### src/hdl/smsm_pkg.sv
// constants and state encoding for the operating-mode sequencer
// assumes one 50 MHz clock and decoded serial commands arriving as one-cycle strobes
// Contract
// - enabled interrupt drives int low as level or as selectable-length pulse
// - open-drain safe output pulled low once a fault event is seen
// - power-on enters initial reset, reset low 1 ms, defaults, power-loss flag
// - initial reset moves to config; host configures within 256 ms
// - four one-time config registers writable only in config state
// - refresh in config goes normal; 256 ms timeout returns to initial reset
// - config register read-back served in config state
// - config state re-entered only through a secured command
// - config state keeps peripherals off; can supply off unless debug
// - watchdog failure or supply undervoltage enters reset mode from run modes
// - reset lasts 1 ms; longer only after undervoltage entry
// - after reset or sleep wake go normal-request; refresh or 256 ms timeout; nreq_short_ms after sleep-on wake when nreq_short_en
// - pass-transistor control enabled only in normal and flash
// - normal mode resets on wrong or missing refresh
// - plain command enters sleep modes; reset, config, flash need secured command
// - flash watchdog 32 s; miss, wrong refresh or exit command give reset
// - optional interrupt at half of flash watchdog period
// - debug entered when high voltage seen on debug pin after power-up
// - debug suppresses every watchdog consequence; can supply on by default
// - debug left on pin voltage removal or exit command
// - sleep entry refused while wake flags remain set
// - sleep-off wake leads to reset then normal-request, source recorded
// - exit command wins over debug pin voltage
// - secured command needs inverted copy of presented random code
package smsm_pkg;
  typedef enum logic [2:0] {
    SMSM_INIT_RST  = 3'b000,
    SMSM_CONFIG    = 3'b001,
    SMSM_NORMAL    = 3'b011,
    SMSM_FLASH     = 3'b010,
    SMSM_SLEEP_ON  = 3'b110,
    SMSM_NREQ      = 3'b111,
    SMSM_RESET     = 3'b101,
    SMSM_SLEEP_OFF = 3'b100
  } smsm_mode_t;

  localparam int unsigned CLK_HZ      = 50_000_000;
  localparam int unsigned TICK_US     = 1000;
  localparam int unsigned TICK_CYC    = CLK_HZ / 1_000_000 * TICK_US;
  localparam logic [14:0] RST_MS      = 15'h0001;
  localparam logic [14:0] CFG_MS      = 15'h0100;
  localparam logic [14:0] NREQ_MS     = 15'h0100;
  localparam logic [14:0] FLASH_MS    = 15'h7D00;
  localparam logic [14:0] RST_LONG_MS = 15'h0010;
  localparam logic [7:0]  CFG_RST     = 8'h00;
  localparam logic [7:0]  LFSR_SEED   = 8'hA5;
  localparam logic [1:0]  SEC_RESET   = 2'h0;
  localparam logic [1:0]  SEC_CONFIG  = 2'h1;
  localparam logic [1:0]  SEC_FLASH   = 2'h2;
endpackage : smsm_pkg

### src/hdl/sbc_mode_state_machine.sv
// operating-mode sequencer: modes, reset/int/safe open-drain pins, watchdog windows
// assumes serial decoding elsewhere; commands arrive as one-cycle strobes on the clock
`timescale 1ns/10ps
module sbc_mode_state_machine #(
  parameter int unsigned TICK_CYCLES = smsm_pkg::TICK_CYC
) (
  // clock and reset
  input  wire logic              clock,
  input  wire logic              sys_rst,
  // decoded commands
  input  wire logic              cmd_refresh,
  input  wire logic              cmd_wrong,
  input  wire logic              cmd_sleep_on,
  input  wire logic              cmd_sleep_off,
  input  wire logic              cmd_flash_exit,
  input  wire logic              cmd_dbg_exit,
  input  wire logic              sec_req,
  input  wire logic [1:0]        sec_target,
  input  wire logic              sec_resp,
  input  wire logic [7:0]        sec_data,
  output logic      [7:0]        sec_code,
  // one-time configuration
  input  wire logic              cfg_wr,
  input  wire logic [1:0]        cfg_idx,
  input  wire logic [7:0]        cfg_wdata,
  output logic      [7:0]        cfg_rdata,
  output logic                   cfg_wr_refused,
  // settings
  input  wire logic [14:0]       wd_period_ms,
  input  wire logic              nreq_short_en,
  input  wire logic [14:0]       nreq_short_ms,
  input  wire logic              rst_long_sel,
  input  wire logic              flash_half_int_en,
  input  wire logic              int_pulse_sel,
  input  wire logic [7:0]        int_pulse_len,
  input  wire logic [3:0]        int_src,
  input  wire logic [3:0]        int_en,
  input  wire logic              int_clr,
  input  wire logic              can_sup_req,
  input  wire logic              pass_req,
  // monitors and wake
  input  wire logic              vdd_uv,
  input  wire logic              fault_event,
  input  wire logic              safe_clr,
  input  wire logic              debug_select_pin,
  input  wire logic              wake_flags_set,
  input  wire logic              failsafe_sleep,
  input  wire logic [4:0]        wake_src,
  input  wire logic              batfail_clr,
  // pins and status
  output logic                   rst_o,
  output logic                   rst_oe,
  output logic                   int_o,
  output logic                   int_oe,
  output logic                   safe_o,
  output logic                   safe_oe,
  output smsm_pkg::smsm_mode_t   mode,
  output logic                   debug_mode,
  output logic                   batfail,
  output logic      [4:0]        wake_rec,
  output logic                   func_en,
  output logic                   can_supply_en,
  output logic                   aux_supply_en,
  output logic                   pass_en
);
  import smsm_pkg::*;

  localparam int unsigned CW = $clog2(TICK_CYCLES);

  if (TICK_CYCLES < 2) begin : g_tick_chk
    $error("TICK_CYCLES must be at least 2");
  end

  smsm_mode_t     mode_q, mode_d;
  logic [CW-1:0]  cyc_q;
  logic [14:0]    tmr_q;
  logic [7:0]     cfg_q [4];
  logic [7:0]     lfsr_q, code_q;
  logic           sec_arm_q;
  logic [1:0]     sec_tgt_q;
  logic           dbg_q, first_q, rst_long_q, short_q, pend_q, safe_q, bat_q;
  logic [7:0]     pcnt_q;
  logic [4:0]     wake_q;

  wire tick    = (cyc_q == CW'(TICK_CYCLES - 1));
  wire entry   = (mode_d != mode_q);
  wire in_cfg  = (mode_q == SMSM_CONFIG);
  wire wake_ev = (mode_q inside {SMSM_SLEEP_ON, SMSM_SLEEP_OFF}) && (wake_src != 5'h00);

  // secured response must be inverted code
  wire sec_ok   = sec_arm_q && sec_resp && (sec_data == ~code_q) && (mode_q == SMSM_NORMAL);
  wire wd_wrong = cmd_wrong && !dbg_q;

  wire [14:0] nreq_lim  = short_q ? nreq_short_ms : NREQ_MS;
  // long length never leaks into initial reset
  wire [14:0] rst_lim   = (rst_long_q && (mode_q == SMSM_RESET)) ? RST_LONG_MS : RST_MS;
  wire [14:0] half_norm = {1'b0, wd_period_ms[14:1]};
  wire        t_end     = tick && (tmr_q == rst_lim - 15'h0001);
  wire        cfg_to    = tick && (tmr_q == CFG_MS - 15'h0001) && !dbg_q;
  wire        nreq_to   = tick && (tmr_q == nreq_lim - 15'h0001) && !dbg_q;
  wire        norm_to   = tick && (tmr_q == wd_period_ms - 15'h0001) && !dbg_q;
  wire        norm_early = cmd_refresh && (tmr_q < half_norm) && !dbg_q;
  wire        flash_to  = tick && (tmr_q == FLASH_MS - 15'h0001) && !dbg_q;
  wire        flash_half = tick && (mode_q == SMSM_FLASH) && (tmr_q == {1'b0, FLASH_MS[14:1]} - 15'h0001);
  // sleep only with wake flags cleared
  wire        sleep_ok  = !wake_flags_set;
  // undervoltage entry without a coinciding wrong refresh sets long reset choice
  wire        uv_hit    = vdd_uv && (mode_q inside {SMSM_NORMAL, SMSM_NREQ, SMSM_SLEEP_ON, SMSM_FLASH});
  // debug exit by command or pin drop
  wire        dbg_drop  = dbg_q && (cmd_dbg_exit || !debug_select_pin);
  // good refresh or debug exit restarts the period
  wire        wd_kick   = cmd_refresh && (((mode_q == SMSM_NORMAL) && (tmr_q >= half_norm)) || (mode_q == SMSM_FLASH));
  wire        restart   = entry || wd_kick || dbg_drop;

  always_comb begin
    mode_d = mode_q;
    case (mode_q)
      SMSM_INIT_RST: begin
        if (t_end) mode_d = SMSM_CONFIG;
      end
      SMSM_CONFIG: begin
        if (cmd_refresh) mode_d = SMSM_NORMAL;
        else if (cfg_to) mode_d = SMSM_INIT_RST;
      end
      SMSM_NORMAL: begin
        if (uv_hit || wd_wrong || norm_to || norm_early) mode_d = SMSM_RESET;
        else if (sec_ok && sec_tgt_q == SEC_RESET) mode_d = SMSM_RESET;
        else if (sec_ok && sec_tgt_q == SEC_CONFIG) mode_d = SMSM_CONFIG;
        else if (sec_ok && sec_tgt_q == SEC_FLASH) mode_d = SMSM_FLASH;
        else if (cmd_sleep_on && sleep_ok) mode_d = SMSM_SLEEP_ON;
        else if ((cmd_sleep_off || failsafe_sleep) && sleep_ok) mode_d = SMSM_SLEEP_OFF;
        else if (dbg_q && !debug_select_pin && !cmd_dbg_exit) mode_d = SMSM_RESET;
      end
      SMSM_FLASH: begin
        if (uv_hit || wd_wrong || flash_to || cmd_flash_exit) mode_d = SMSM_RESET;
      end
      SMSM_NREQ: begin
        if (uv_hit || nreq_to) mode_d = SMSM_RESET;
        else if (cmd_refresh) mode_d = SMSM_NORMAL;
      end
      SMSM_RESET: begin
        if (t_end) mode_d = SMSM_NREQ;
      end
      SMSM_SLEEP_ON: begin
        if (uv_hit) mode_d = SMSM_RESET;
        else if (wake_ev) mode_d = SMSM_NREQ;
      end
      SMSM_SLEEP_OFF: begin
        if (wake_ev) mode_d = SMSM_RESET;
      end
      default: mode_d = SMSM_INIT_RST;
    endcase
  end

  always_ff @(posedge clock) begin
    if (sys_rst) begin
      mode_q <= SMSM_INIT_RST;
      cyc_q  <= '0;
      tmr_q  <= '0;
    end else begin
      mode_q <= mode_d;
      cyc_q  <= (restart || tick) ? '0 : cyc_q + CW'(1);
      tmr_q  <= restart ? 15'h0000 : (tick ? tmr_q + 15'h0001 : tmr_q);
    end
  end

  always_ff @(posedge clock) begin
    if (sys_rst) begin
      rst_long_q <= 1'b0;
      short_q    <= 1'b0;
      wake_q     <= 5'h00;
    end else begin
      if (entry && mode_d == SMSM_RESET) rst_long_q <= uv_hit && rst_long_sel && !wd_wrong;
      if (entry && mode_d == SMSM_NREQ) short_q <= (mode_q == SMSM_SLEEP_ON) && nreq_short_en;
      if (wake_ev) wake_q <= wake_src;
    end
  end

  wire cfg_take = cfg_wr && in_cfg;
  always_ff @(posedge clock) begin
    if (sys_rst) begin
      for (int i = 0; i < 4; i++) cfg_q[i] <= CFG_RST;
      cfg_wr_refused <= 1'b0;
    end else begin
      if (cfg_take) cfg_q[cfg_idx] <= cfg_wdata;
      cfg_wr_refused <= cfg_wr && !in_cfg;
    end
  end
  assign cfg_rdata = cfg_q[cfg_idx];

  // fresh random code per secured exercise
  always_ff @(posedge clock) begin
    if (sys_rst) begin
      lfsr_q    <= LFSR_SEED;
      code_q    <= 8'h00;
      sec_arm_q <= 1'b0;
      sec_tgt_q <= SEC_RESET;
    end else begin
      lfsr_q <= {lfsr_q[6:0], lfsr_q[7] ^ lfsr_q[5] ^ lfsr_q[4] ^ lfsr_q[3]};
      if (sec_req) begin
        code_q    <= lfsr_q;
        sec_tgt_q <= sec_target;
        sec_arm_q <= 1'b1;
      end else if (sec_resp || entry) begin
        sec_arm_q <= 1'b0;
      end
    end
  end
  assign sec_code = code_q;

  // debug sampled once on leaving initial reset
  always_ff @(posedge clock) begin
    if (sys_rst) begin
      dbg_q   <= 1'b0;
      first_q <= 1'b1;
      bat_q   <= 1'b1;
    end else begin
      if (first_q && mode_q == SMSM_INIT_RST && t_end) begin
        dbg_q   <= debug_select_pin && !cmd_dbg_exit;
        first_q <= 1'b0;
      end else if (dbg_drop) begin
        dbg_q <= 1'b0;
      end
      // power-loss flag, set at power-on only
      if (batfail_clr) bat_q <= 1'b0;
    end
  end

  wire int_ev = |(int_src & int_en) || (flash_half && flash_half_int_en) || wake_ev;
  always_ff @(posedge clock) begin
    if (sys_rst) begin
      pend_q <= 1'b0;
      pcnt_q <= 8'h00;
    end else begin
      // set wins over clear
      pend_q <= int_ev || (pend_q && !int_clr);
      if (int_ev) pcnt_q <= (int_pulse_len == 8'h00) ? 8'h01 : int_pulse_len;
      else if (pcnt_q != 8'h00) pcnt_q <= pcnt_q - 8'h01;
    end
  end

  // fault latches safe low, set wins
  always_ff @(posedge clock) begin
    if (sys_rst) safe_q <= 1'b0;
    else safe_q <= fault_event || (safe_q && !safe_clr);
  end

  // open-drain pins only ever drive low
  wire int_low = int_pulse_sel ? (pcnt_q != 8'h00) : pend_q;
  assign rst_o   = 1'b0;
  assign int_o   = 1'b0;
  assign safe_o  = 1'b0;
  // reset held low in reset modes
  assign rst_oe  = (mode_q == SMSM_INIT_RST) || (mode_q == SMSM_RESET);
  assign int_oe  = int_low;
  assign safe_oe = safe_q;

  assign mode       = mode_q;
  assign debug_mode = dbg_q;
  assign batfail    = bat_q;
  assign wake_rec   = wake_q;
  // peripherals off in config and reset states, except can supply in config while debug
  wire run = (mode_q == SMSM_NORMAL) || (mode_q == SMSM_FLASH) || (mode_q == SMSM_NREQ);
  assign func_en       = run;
  assign can_supply_en = (run || (in_cfg && dbg_q)) && (can_sup_req || dbg_q);
  assign aux_supply_en = run;
  // pass control normal and flash only
  assign pass_en = pass_req && ((mode_q == SMSM_NORMAL) || (mode_q == SMSM_FLASH));

  property p_cfg_to;
    @(posedge clock) disable iff (sys_rst) (in_cfg && cfg_to && !cmd_refresh) |=> mode_q == SMSM_INIT_RST;
  endproperty
  a_cfg_to: assert property (p_cfg_to) else $error("config timeout missed");
  property p_cfg_lock;
    @(posedge clock) disable iff (sys_rst) (cfg_wr && !in_cfg) |=> $stable(cfg_q[$past(cfg_idx)]) && cfg_wr_refused;
  endproperty
  a_cfg_lock: assert property (p_cfg_lock) else $error("config written outside config");
  property p_rst_pin;
    @(posedge clock) disable iff (sys_rst) (mode_q == SMSM_RESET) |-> rst_oe && !rst_o;
  endproperty
  a_rst_pin: assert property (p_rst_pin) else $error("reset pin released in reset");
  property p_pass;
    @(posedge clock) disable iff (sys_rst) !(mode_q inside {SMSM_NORMAL, SMSM_FLASH}) |-> !pass_en;
  endproperty
  a_pass: assert property (p_pass) else $error("pass control on in wrong mode");
  property p_dbg_safe;
    @(posedge clock) disable iff (sys_rst) (dbg_q && mode_q == SMSM_NORMAL && !vdd_uv && !sec_ok && debug_select_pin)
      |=> mode_q != SMSM_RESET;
  endproperty
  a_dbg_safe: assert property (p_dbg_safe) else $error("watchdog reset in debug");
  property p_sleep_refuse;
    @(posedge clock) disable iff (sys_rst) (mode_q == SMSM_NORMAL && wake_flags_set) |=> !(mode_q inside {SMSM_SLEEP_ON, SMSM_SLEEP_OFF});
  endproperty
  a_sleep_refuse: assert property (p_sleep_refuse) else $error("sleep entered with wake flags");
  property p_sleep_wake;
    @(posedge clock) disable iff (sys_rst) (mode_q == SMSM_SLEEP_OFF && wake_src != 5'h00)
      |=> mode_q == SMSM_RESET && wake_rec == $past(wake_src);
  endproperty
  a_sleep_wake: assert property (p_sleep_wake) else $error("sleep-off wake not through reset");
  property p_safe;
    @(posedge clock) disable iff (sys_rst) fault_event |=> safe_oe [*2];
  endproperty
  a_safe: assert property (p_safe) else $error("safe not driven after fault");
  property p_int_lvl;
    @(posedge clock) disable iff (sys_rst) (int_ev && !int_pulse_sel && !$past(int_pulse_sel)) |=> int_oe || int_pulse_sel;
  endproperty
  a_int_lvl: assert property (p_int_lvl) else $error("interrupt level not asserted");
  property p_rst_to_nreq;
    @(posedge clock) disable iff (sys_rst) (mode_q == SMSM_RESET && t_end) |=> mode_q == SMSM_NREQ;
  endproperty
  a_rst_to_nreq: assert property (p_rst_to_nreq) else $error("reset not followed by normal-request");
  c_cfg_normal: cover property (@(posedge clock) disable iff (sys_rst) in_cfg && cmd_refresh ##1 mode_q == SMSM_NORMAL);
  c_flash: cover property (@(posedge clock) disable iff (sys_rst) mode_q == SMSM_FLASH);
  c_sleep_wake: cover property (@(posedge clock) disable iff (sys_rst) mode_q == SMSM_SLEEP_OFF ##1 mode_q == SMSM_RESET);
endmodule : sbc_mode_state_machine

### config.mk
export PLATFORM = sky130hd
export DESIGN_NAME = sbc_mode_state_machine
export DESIGN_NICKNAME = d
export VERILOG_FILES = /design/src/hdl/smsm_pkg.sv /design/src/hdl/sbc_mode_state_machine.sv
export SDC_FILE = /design/constraint.sdc
export NUM_CORES = 1
export LEC_CHECK = 0
export BUFFER_PORTS_ARGS = -buffer_cell sky130_fd_sc_hd__buf_2
export CAP_MARGIN = 20
export CORE_MARGIN = 1.5
export CORE_UTILIZATION = 45
export CTS_CLUSTER_SIZE = 28
export DETAILED_ROUTE_END_ITERATION = 8
export PLACE_DENSITY = 0.67
export SKIP_CTS_REPAIR_TIMING = 1
export SLEW_MARGIN = 30
export SYNTH_ARGS = -nofsm -noshare
export SYNTH_HDL_FRONTEND = slang
export SYNTH_SLANG_ARGS = --single-unit
### constraint.sdc
create_clock -name clock -period 5.3 [get_ports clock]
set_input_delay 0.53 -clock clock [delete_from_list [all_inputs] [get_ports clock]]
set_output_delay 0.53 -clock clock [all_outputs]
set_load 0.01 [all_outputs]
Word-level counts from Yosys, hierarchy flattened --
Memories as Yosys holds them, arrays and structs flattened. Cells that the tools add are included.
Word-level totals: register bits after elaboration 74, latch bits 0, memory bits (writable) 32, memory bits (read-only) 0, bits of input ports 96, output and inout bits 37, word-level logic and storage cells 177, memories 1
Memories:
- cfg_q | words 4, bits a word 8, rd ports 1, clocked after Yosys merged registers in 0, write ports 4, RTL line sbc_mode_state_machine.sv:77 | logic [7:0] cfg_q [4];
Operators by class: add/subtract/negate cells 6, multiply operators 0, div/mod/pow operators 0, order comparisons 2, equal/unequal tests 20, shift operators 0, mux-type cells 36, bitwise logic cells 5, reductions and logical operators 90
Operators by type and width (number):
- $mux W3 | 17
- $logic_and A1 B1 Y1 | 46
- $eq A15 B15 Y1 | 3
- $mux W8 | 4
- $sub A15 B1 Y15 const B | 2
- $pmux W3 S8 | 1
- $logic_or A1 B1 Y1 | 22
- $eq A3 B3 Y1 const B | 6
- $add A16 B1 Y16 const B | 1
- $eq A16 B16 Y1 const B | 1
- $add A15 B1 Y15 const B | 1
- $eq A15 B14 Y1 const B | 1
- $eq A15 B15 Y1 const B | 1
- $eq A15 B8 Y1 const B | 1
- $ge A15 B14 Y1 | 1
- $lt A15 B14 Y1 | 1
- $mux W15 | 1
- $mux W1 | 11
- $eq A8 B8 Y1 | 1
- $logic_not A1 Y1 | 8
- $logic_not A8 Y1 | 1
- $not A8 Y8 | 1
- $reduce_bool A2 Y1 | 4
- $reduce_bool A8 Y1 | 1
- other kinds (18) | 22

Depth between registers and ports, before layout --
word-level depth 16, gate-level depth with buffers 16, depth with buffers taken out 12

Worst setup path before layout --
OpenSTA, ideal clock, no wires.
path type register to register, start point register short_q, end point register cyc_q[11], library setup time 0.130 ns, arrival time 3.285 ns, data required time 5.170 ns, slack 1.885 ns, cell stages (with the launch flop) 17, path buffers 4, period minus slack after synthesis 3.415 ns, path through dfxtp_1 -> clkbuf_1 -> clkbuf_1 -> nand2_1 -> ha_1 -> clkbuf_1 -> nor4bb_1 -> a22oi_1 -> o31ai_1 -> xnor2_1 -> a2111oi_0 -> nand4_1 -> nor3b_1 -> nor3_4 -> mux2i_1 -> buf_4 -> nor3_1
On the way: longest elaborated chain between the ends 13
Ends and longest elaborated chain:
- from (decl) | RTL line sbc_mode_state_machine.sv:81 | logic dbg_q, first_q, rst_long_q, short_q, pend_q, safe_q, bat_q;
- from (signal assigned) | RTL line sbc_mode_state_machine.sv:174 | if (entry && mode_d == SMSM_NREQ) short_q <= (mode_q == SMSM_SLEEP_ON) && nreq_short_en;
- $mux W15 | RTL line sbc_mode_state_machine.sv:94 | wire [14:0] nreq_lim = short_q ? nreq_short_ms : NREQ_MS;
- $sub A15 B1 Y15 | RTL line sbc_mode_state_machine.sv:100 | wire nreq_to = tick && (tmr_q == nreq_lim - 15'h0001) && !dbg_q;
- $eq A15 B15 Y1 | RTL line sbc_mode_state_machine.sv:100
- $logic_and A1 B1 Y1 (2 in a row) | RTL line sbc_mode_state_machine.sv:100
- $logic_or A1 B1 Y1 | RTL line sbc_mode_state_machine.sv:138 | if (uv_hit || nreq_to) mode_d = SMSM_RESET;
- $mux W3 | RTL line sbc_mode_state_machine.sv:138
- $pmux W3 S8 | RTL line sbc_mode_state_machine.sv:117 | case (mode_q)
- $ne A3 B3 Y1 | RTL line sbc_mode_state_machine.sv:86 | wire entry = (mode_d != mode_q);
- $logic_or A1 B1 Y1 (2 in a row) | RTL line sbc_mode_state_machine.sv:113 | wire restart = entry || wd_kick || dbg_drop;
- $logic_or A1 B1 Y1 | RTL line sbc_mode_state_machine.sv:162 | cyc_q <= (restart || tick) ? '0 : cyc_q + CW'(1);
- $reduce_or A2 Y1 (no source line)
- to (signal assigned) | RTL line sbc_mode_state_machine.sv:162
- to (decl) | RTL line sbc_mode_state_machine.sv:75 | logic [CW-1:0] cyc_q;
No other way between the ends. A chain may end at the register's enable or synchronous reset.

Worst setup path in the final report --
start point input port wd_period_ms[0], end point register cyc_q[14]
On the way: longest elaborated chain between the ends 13
Ends and longest elaborated chain:
- from (decl) | RTL line sbc_mode_state_machine.sv:29 | input wire logic [14:0] wd_period_ms,
- $sub A15 B1 Y15 | RTL line sbc_mode_state_machine.sv:101 | wire norm_to = tick && (tmr_q == wd_period_ms - 15'h0001) && !dbg_q;
- $eq A15 B15 Y1 | RTL line sbc_mode_state_machine.sv:101
- $logic_and A1 B1 Y1 (2 in a row) | RTL line sbc_mode_state_machine.sv:101
- $logic_or A1 B1 Y1 (2 in a row) | RTL line sbc_mode_state_machine.sv:126 | if (uv_hit || wd_wrong || norm_to || norm_early) mode_d = SMSM_RESET;
- $mux W3 | RTL line sbc_mode_state_machine.sv:126
- $pmux W3 S8 | RTL line sbc_mode_state_machine.sv:117
- $ne A3 B3 Y1 | RTL line sbc_mode_state_machine.sv:86
- $logic_or A1 B1 Y1 (2 in a row) | RTL line sbc_mode_state_machine.sv:113
- $logic_or A1 B1 Y1 | RTL line sbc_mode_state_machine.sv:162
- $reduce_or A2 Y1 (no source line)
No other way between the ends.

==> key figures <==
Job
  • Max_cap viols: 0

Placed design
  • Post-DP Area: 7640 um^2
  • Final GP Congestion: ~0.94
  • Worst slack at placement: 1.07 ns
  • Post-DP HPWL: roughly 13 mm
  • IO Port Bufs: around 130

Timing
  • Final Setup Violations: 0
  • Setup WS post-layout: about 1.4 ns
  • Final min period: between 3 and 4 ns
  • Fin. max-slew vios: 0
  • Final Cycle Share: 73.3%
  • Fin. Hold Viols: 0
  • Achievable clock frequency: ~0.26 GHz
  • Slew at the pin with the worst max-slew slack: roughly 0.92 ns
  • Setup_tns: 0 ns
  • Worst Clk Skew: between 0.008 and 0.009 ns
  • Rel. slew slack: between 30% and 40%
  • RSZ-0062 raised after global routing: false

CTS
  • Clk sink count: 106
  • Num CTS Buffers: 9
  • Clk_lat worst skew: about 0.35 ns
  • CTS Buffer Depth: 2
  • Clock transition at path regs: 0.07 ns
  • CTS tree: done
  • Root Buffer: clkbuf_16
  • Htree depth: 3

Worst setup path
  • Largest stage delay on the critical path: approximately 0.63 ns
  • CP arrival: between 4 and 5 ns
  • Startpoint type of the worst setup path: input pin
  • Nature of the critical path endpoint: register
  • Worst-path cell chain: buf_2, inv_1, ha_1, or4b_1, nand2_1, mux2i_1, and3_1, o32ai_1, o211ai_2, o31a_1, a221o_1, buf_4, nor4_2
  • Kind of critical path: in2reg
  • CP delay by family, top: compound AO/OA/AOI/OAI gates
  • CP max FO: 18
  • Buf/Inv on CP: 3
  • CP max stage cell: or4b_1
  • Data required time of the worst path: around 5.6 ns

Power and ir drop
  • Sequential group share of total power: approximately 50%
  • Power share of the clock group: between 30 and 40%
  • Net Sw Frac: about a quarter
  • Tot Pwr: about 0.0018 W
  • Int Power: approximately 0.0013 W
  • Pleak: 3.24 nW
  • Peak VDD IR: approximately 0.18 mV
  • Combinational Power Share: 12.8%
  • Sw power: around 0.00044 W
  • Power Density: about 220 nW/um^2

Yosys
  • Gate Count Post-Synth: 800
  • Asr flop ratio synth: 0%
  • Seq/Total Area, Yosys: between 30% and 40%
  • Syn avg cell area: about 8.6 um^2
  • Synth cell types: 76
  • Area contributors post-synth: dfxtp_1 (21%), edfxtp_1 (14%), xnor2_1 (5.7%)
  • Largest area contributor in the netlist: dfxtp_1
  • Mapped Area: just under 7000 um^2
  • Seq cells post-synth: approximately 110
  • Top-area cell type share of the netlist area: 21.5%
  • Warnings from Yosys: 0
  • Main synth FF type: dfxtp_1
  • EDFF count, synth: 32

Detailed routing
  • Drc violations: 0
  • Drt wl/cell: between 15 and 20 um
  • Via count: between 6000 and 7000
  • Initial drt markers: approximately 370
  • First drt pass iteration count: 5
  • Final WL: between 15 and 20 mm
  • DR vias/cell: about 5.6
  • Number of routed nets with antenna violations: 0

Global route
  • GRT Residual Overflow: 0
  • Vias in the first global route: roughly 5700
  • GRT Total Usage: approximately 22%
  • Antenna violations before repair: 0
  • Global-route wire length before repair: 28.6 mm
  • Largest net degree at the start of global routing: 44

Layout
  • Diode count: 0
  • Share of post-route cells with drive strength above 1: 20.6%
  • Area growth, synth to finish: 15.2%
  • Nets: slightly above 1000
  • Design Area, Final: 7950 um^2

Die
  • Die height: between 100 and 150 um
  • FP Rows: 45
  • Die Wd: around 130 um
  • I/O pin cnt: between 100 and 150
  • Die area: 16100 um^2
  • Core footprint: between 15000 and 20000 um^2
  • Initial core utilization: between 40% and 50%

Worst hold path
  • Hold Crit Class: in2reg

Status
  • Status: completed
[synthesized netlist by cell type (all sizes together) (20+ instances only)]
library cell	instances
dfxtp	74
nand2	73
nor2	72
nor3	54
xnor2	45
and2	35
a21oi	33
clkbuf	33
edfxtp	32
inv	32
xor2	32
nand3	23
nor4	20
[path summary, 6_finish.rpt]
check	startpoint	end	slack (ns)	depth (start not counted)
max reg2reg	tmr_q[7]$_SDFFE_PP0N_	cyc_q[14]$_SDFF_PP0_	1.70	11
max	wd_period_ms[0]	cyc_q[14]$_SDFF_PP0_	1.41	13
min reg2reg	lfsr_q[6]$_SDFF_PP0_	lfsr_q[7]$_SDFF_PP1_	0.45	1
min	batfail_clr	batfail$_SDFFE_PP1P_	0.36	2
[layout by cell type, fill, tap and decap left out, types with 16 or more instances in the layout]
cell and count:
a21oi_1 33, and2_1 35, buf_2 129, dfxtp_1 74, edfxtp_1 32, ha_1 19, inv_1 32, mux2i_1 16
nand2_1 73, nand3_1 23, nand4_1 17, nor2_1 72, nor3_1 50, o21ai_0 16, xnor2_1 45, xor2_1 32
[worst register-to-register path: stages, from the launching register on]
cell and delay [ns]:
dfxtp_1 0.75, ha_1 0.22, nand4_1 0.13, nor2_1 0.18, o21ai_0 0.12, o21a_1 0.22
o21ai_0 0.23, o211ai_2 0.16, o31a_1 0.34, a221o_1 0.56, buf_4 0.32, nor4_2 0.27
[routing by layer]
layer	share of wire (%)	up-vias	GRT usage, %
li1	-	3060	-
met1	46	2824	30.7
met2	44	223	33.5
met3	7.3	36	4.89
met4	2.9	0	9.56
met5	0	-	0
[area by class of cell]
| class | instances | area [um^2] |
|---|---|---|
| Clock buffer | 10 | 229 |
| Multi-Input combinational cell | 617 | 4160 |
| Timing Repair Buffer | 136 | 698 |
| Tap cell | 188 | 235 |
| Inverter | 32 | 120 |
| Fill cell | 1419 | 7140 |
| Sequential cell | 106 | 2440 |
| Clock inverter | 6 | 65.1 |
[power by group through the flow]
stage / clock network [W] / logic [W] / registers [W]
2_1_floorplan: 0 / 0.000138 / 0.000900
3_3_place_gp: 0 / 0.000225 / 0.000903
3_5_place_dp: 0 / 0.000226 / 0.000903
4_1_cts: 0.000679 / 0.000227 / 0.000885
5_1_grt: 0.000711 / 0.000255 / 0.000889
6_report: 0.000664 / 0.000228 / 0.000885
[cell families (layout without fill, tap and decap cells)]
family                   count (synthesis)  in the layout  synth area share [%]
AND/OR/NAND/NOR                        383            383                  30.7
adder cells (fa/ha/maj)                 19             19                  3.45
AO/OA/AOI/OAI                          110            110                  10.8
other                                    1              3                0.0543
XOR/XNOR                                77             77                  9.77
multiplexers                            25             25                  5.08
buffers and inverters                   79            184                  4.79
flip-flops                             106            106                  35.4
[registers in the layout (all words and copies together), names as in the netlist]
signal / count
lfsr_q: 8
sec_code: 8
mode: 3
sec_tgt_q: 2
cyc_q: 16
pend_q: 1
pcnt_q: 8
tmr_q: 15
rst_long_q: 1
cfg_q: 32
first_q: 1
batfail: 1
short_q: 1
safe_oe: 1
wake_rec: 5
sec_arm_q: 1
cfg_wr_refused: 1
debug_mode: 1
[stage by stage]
step / instances / hold WS, ns / utilization [%]
finish: 1095 / 0.363 / 52.7
global route: 1095 / 0.361 / 52.7
CTS: 1095 / 0.350 / 52.6
detailed placement: 1079 / 0.439 / 50.7
global placement: 1079 / 0.433 / 50.7
floorplan: 802 / 0.417 / -
Note: power is estimated with default switching activity, not from simulation.
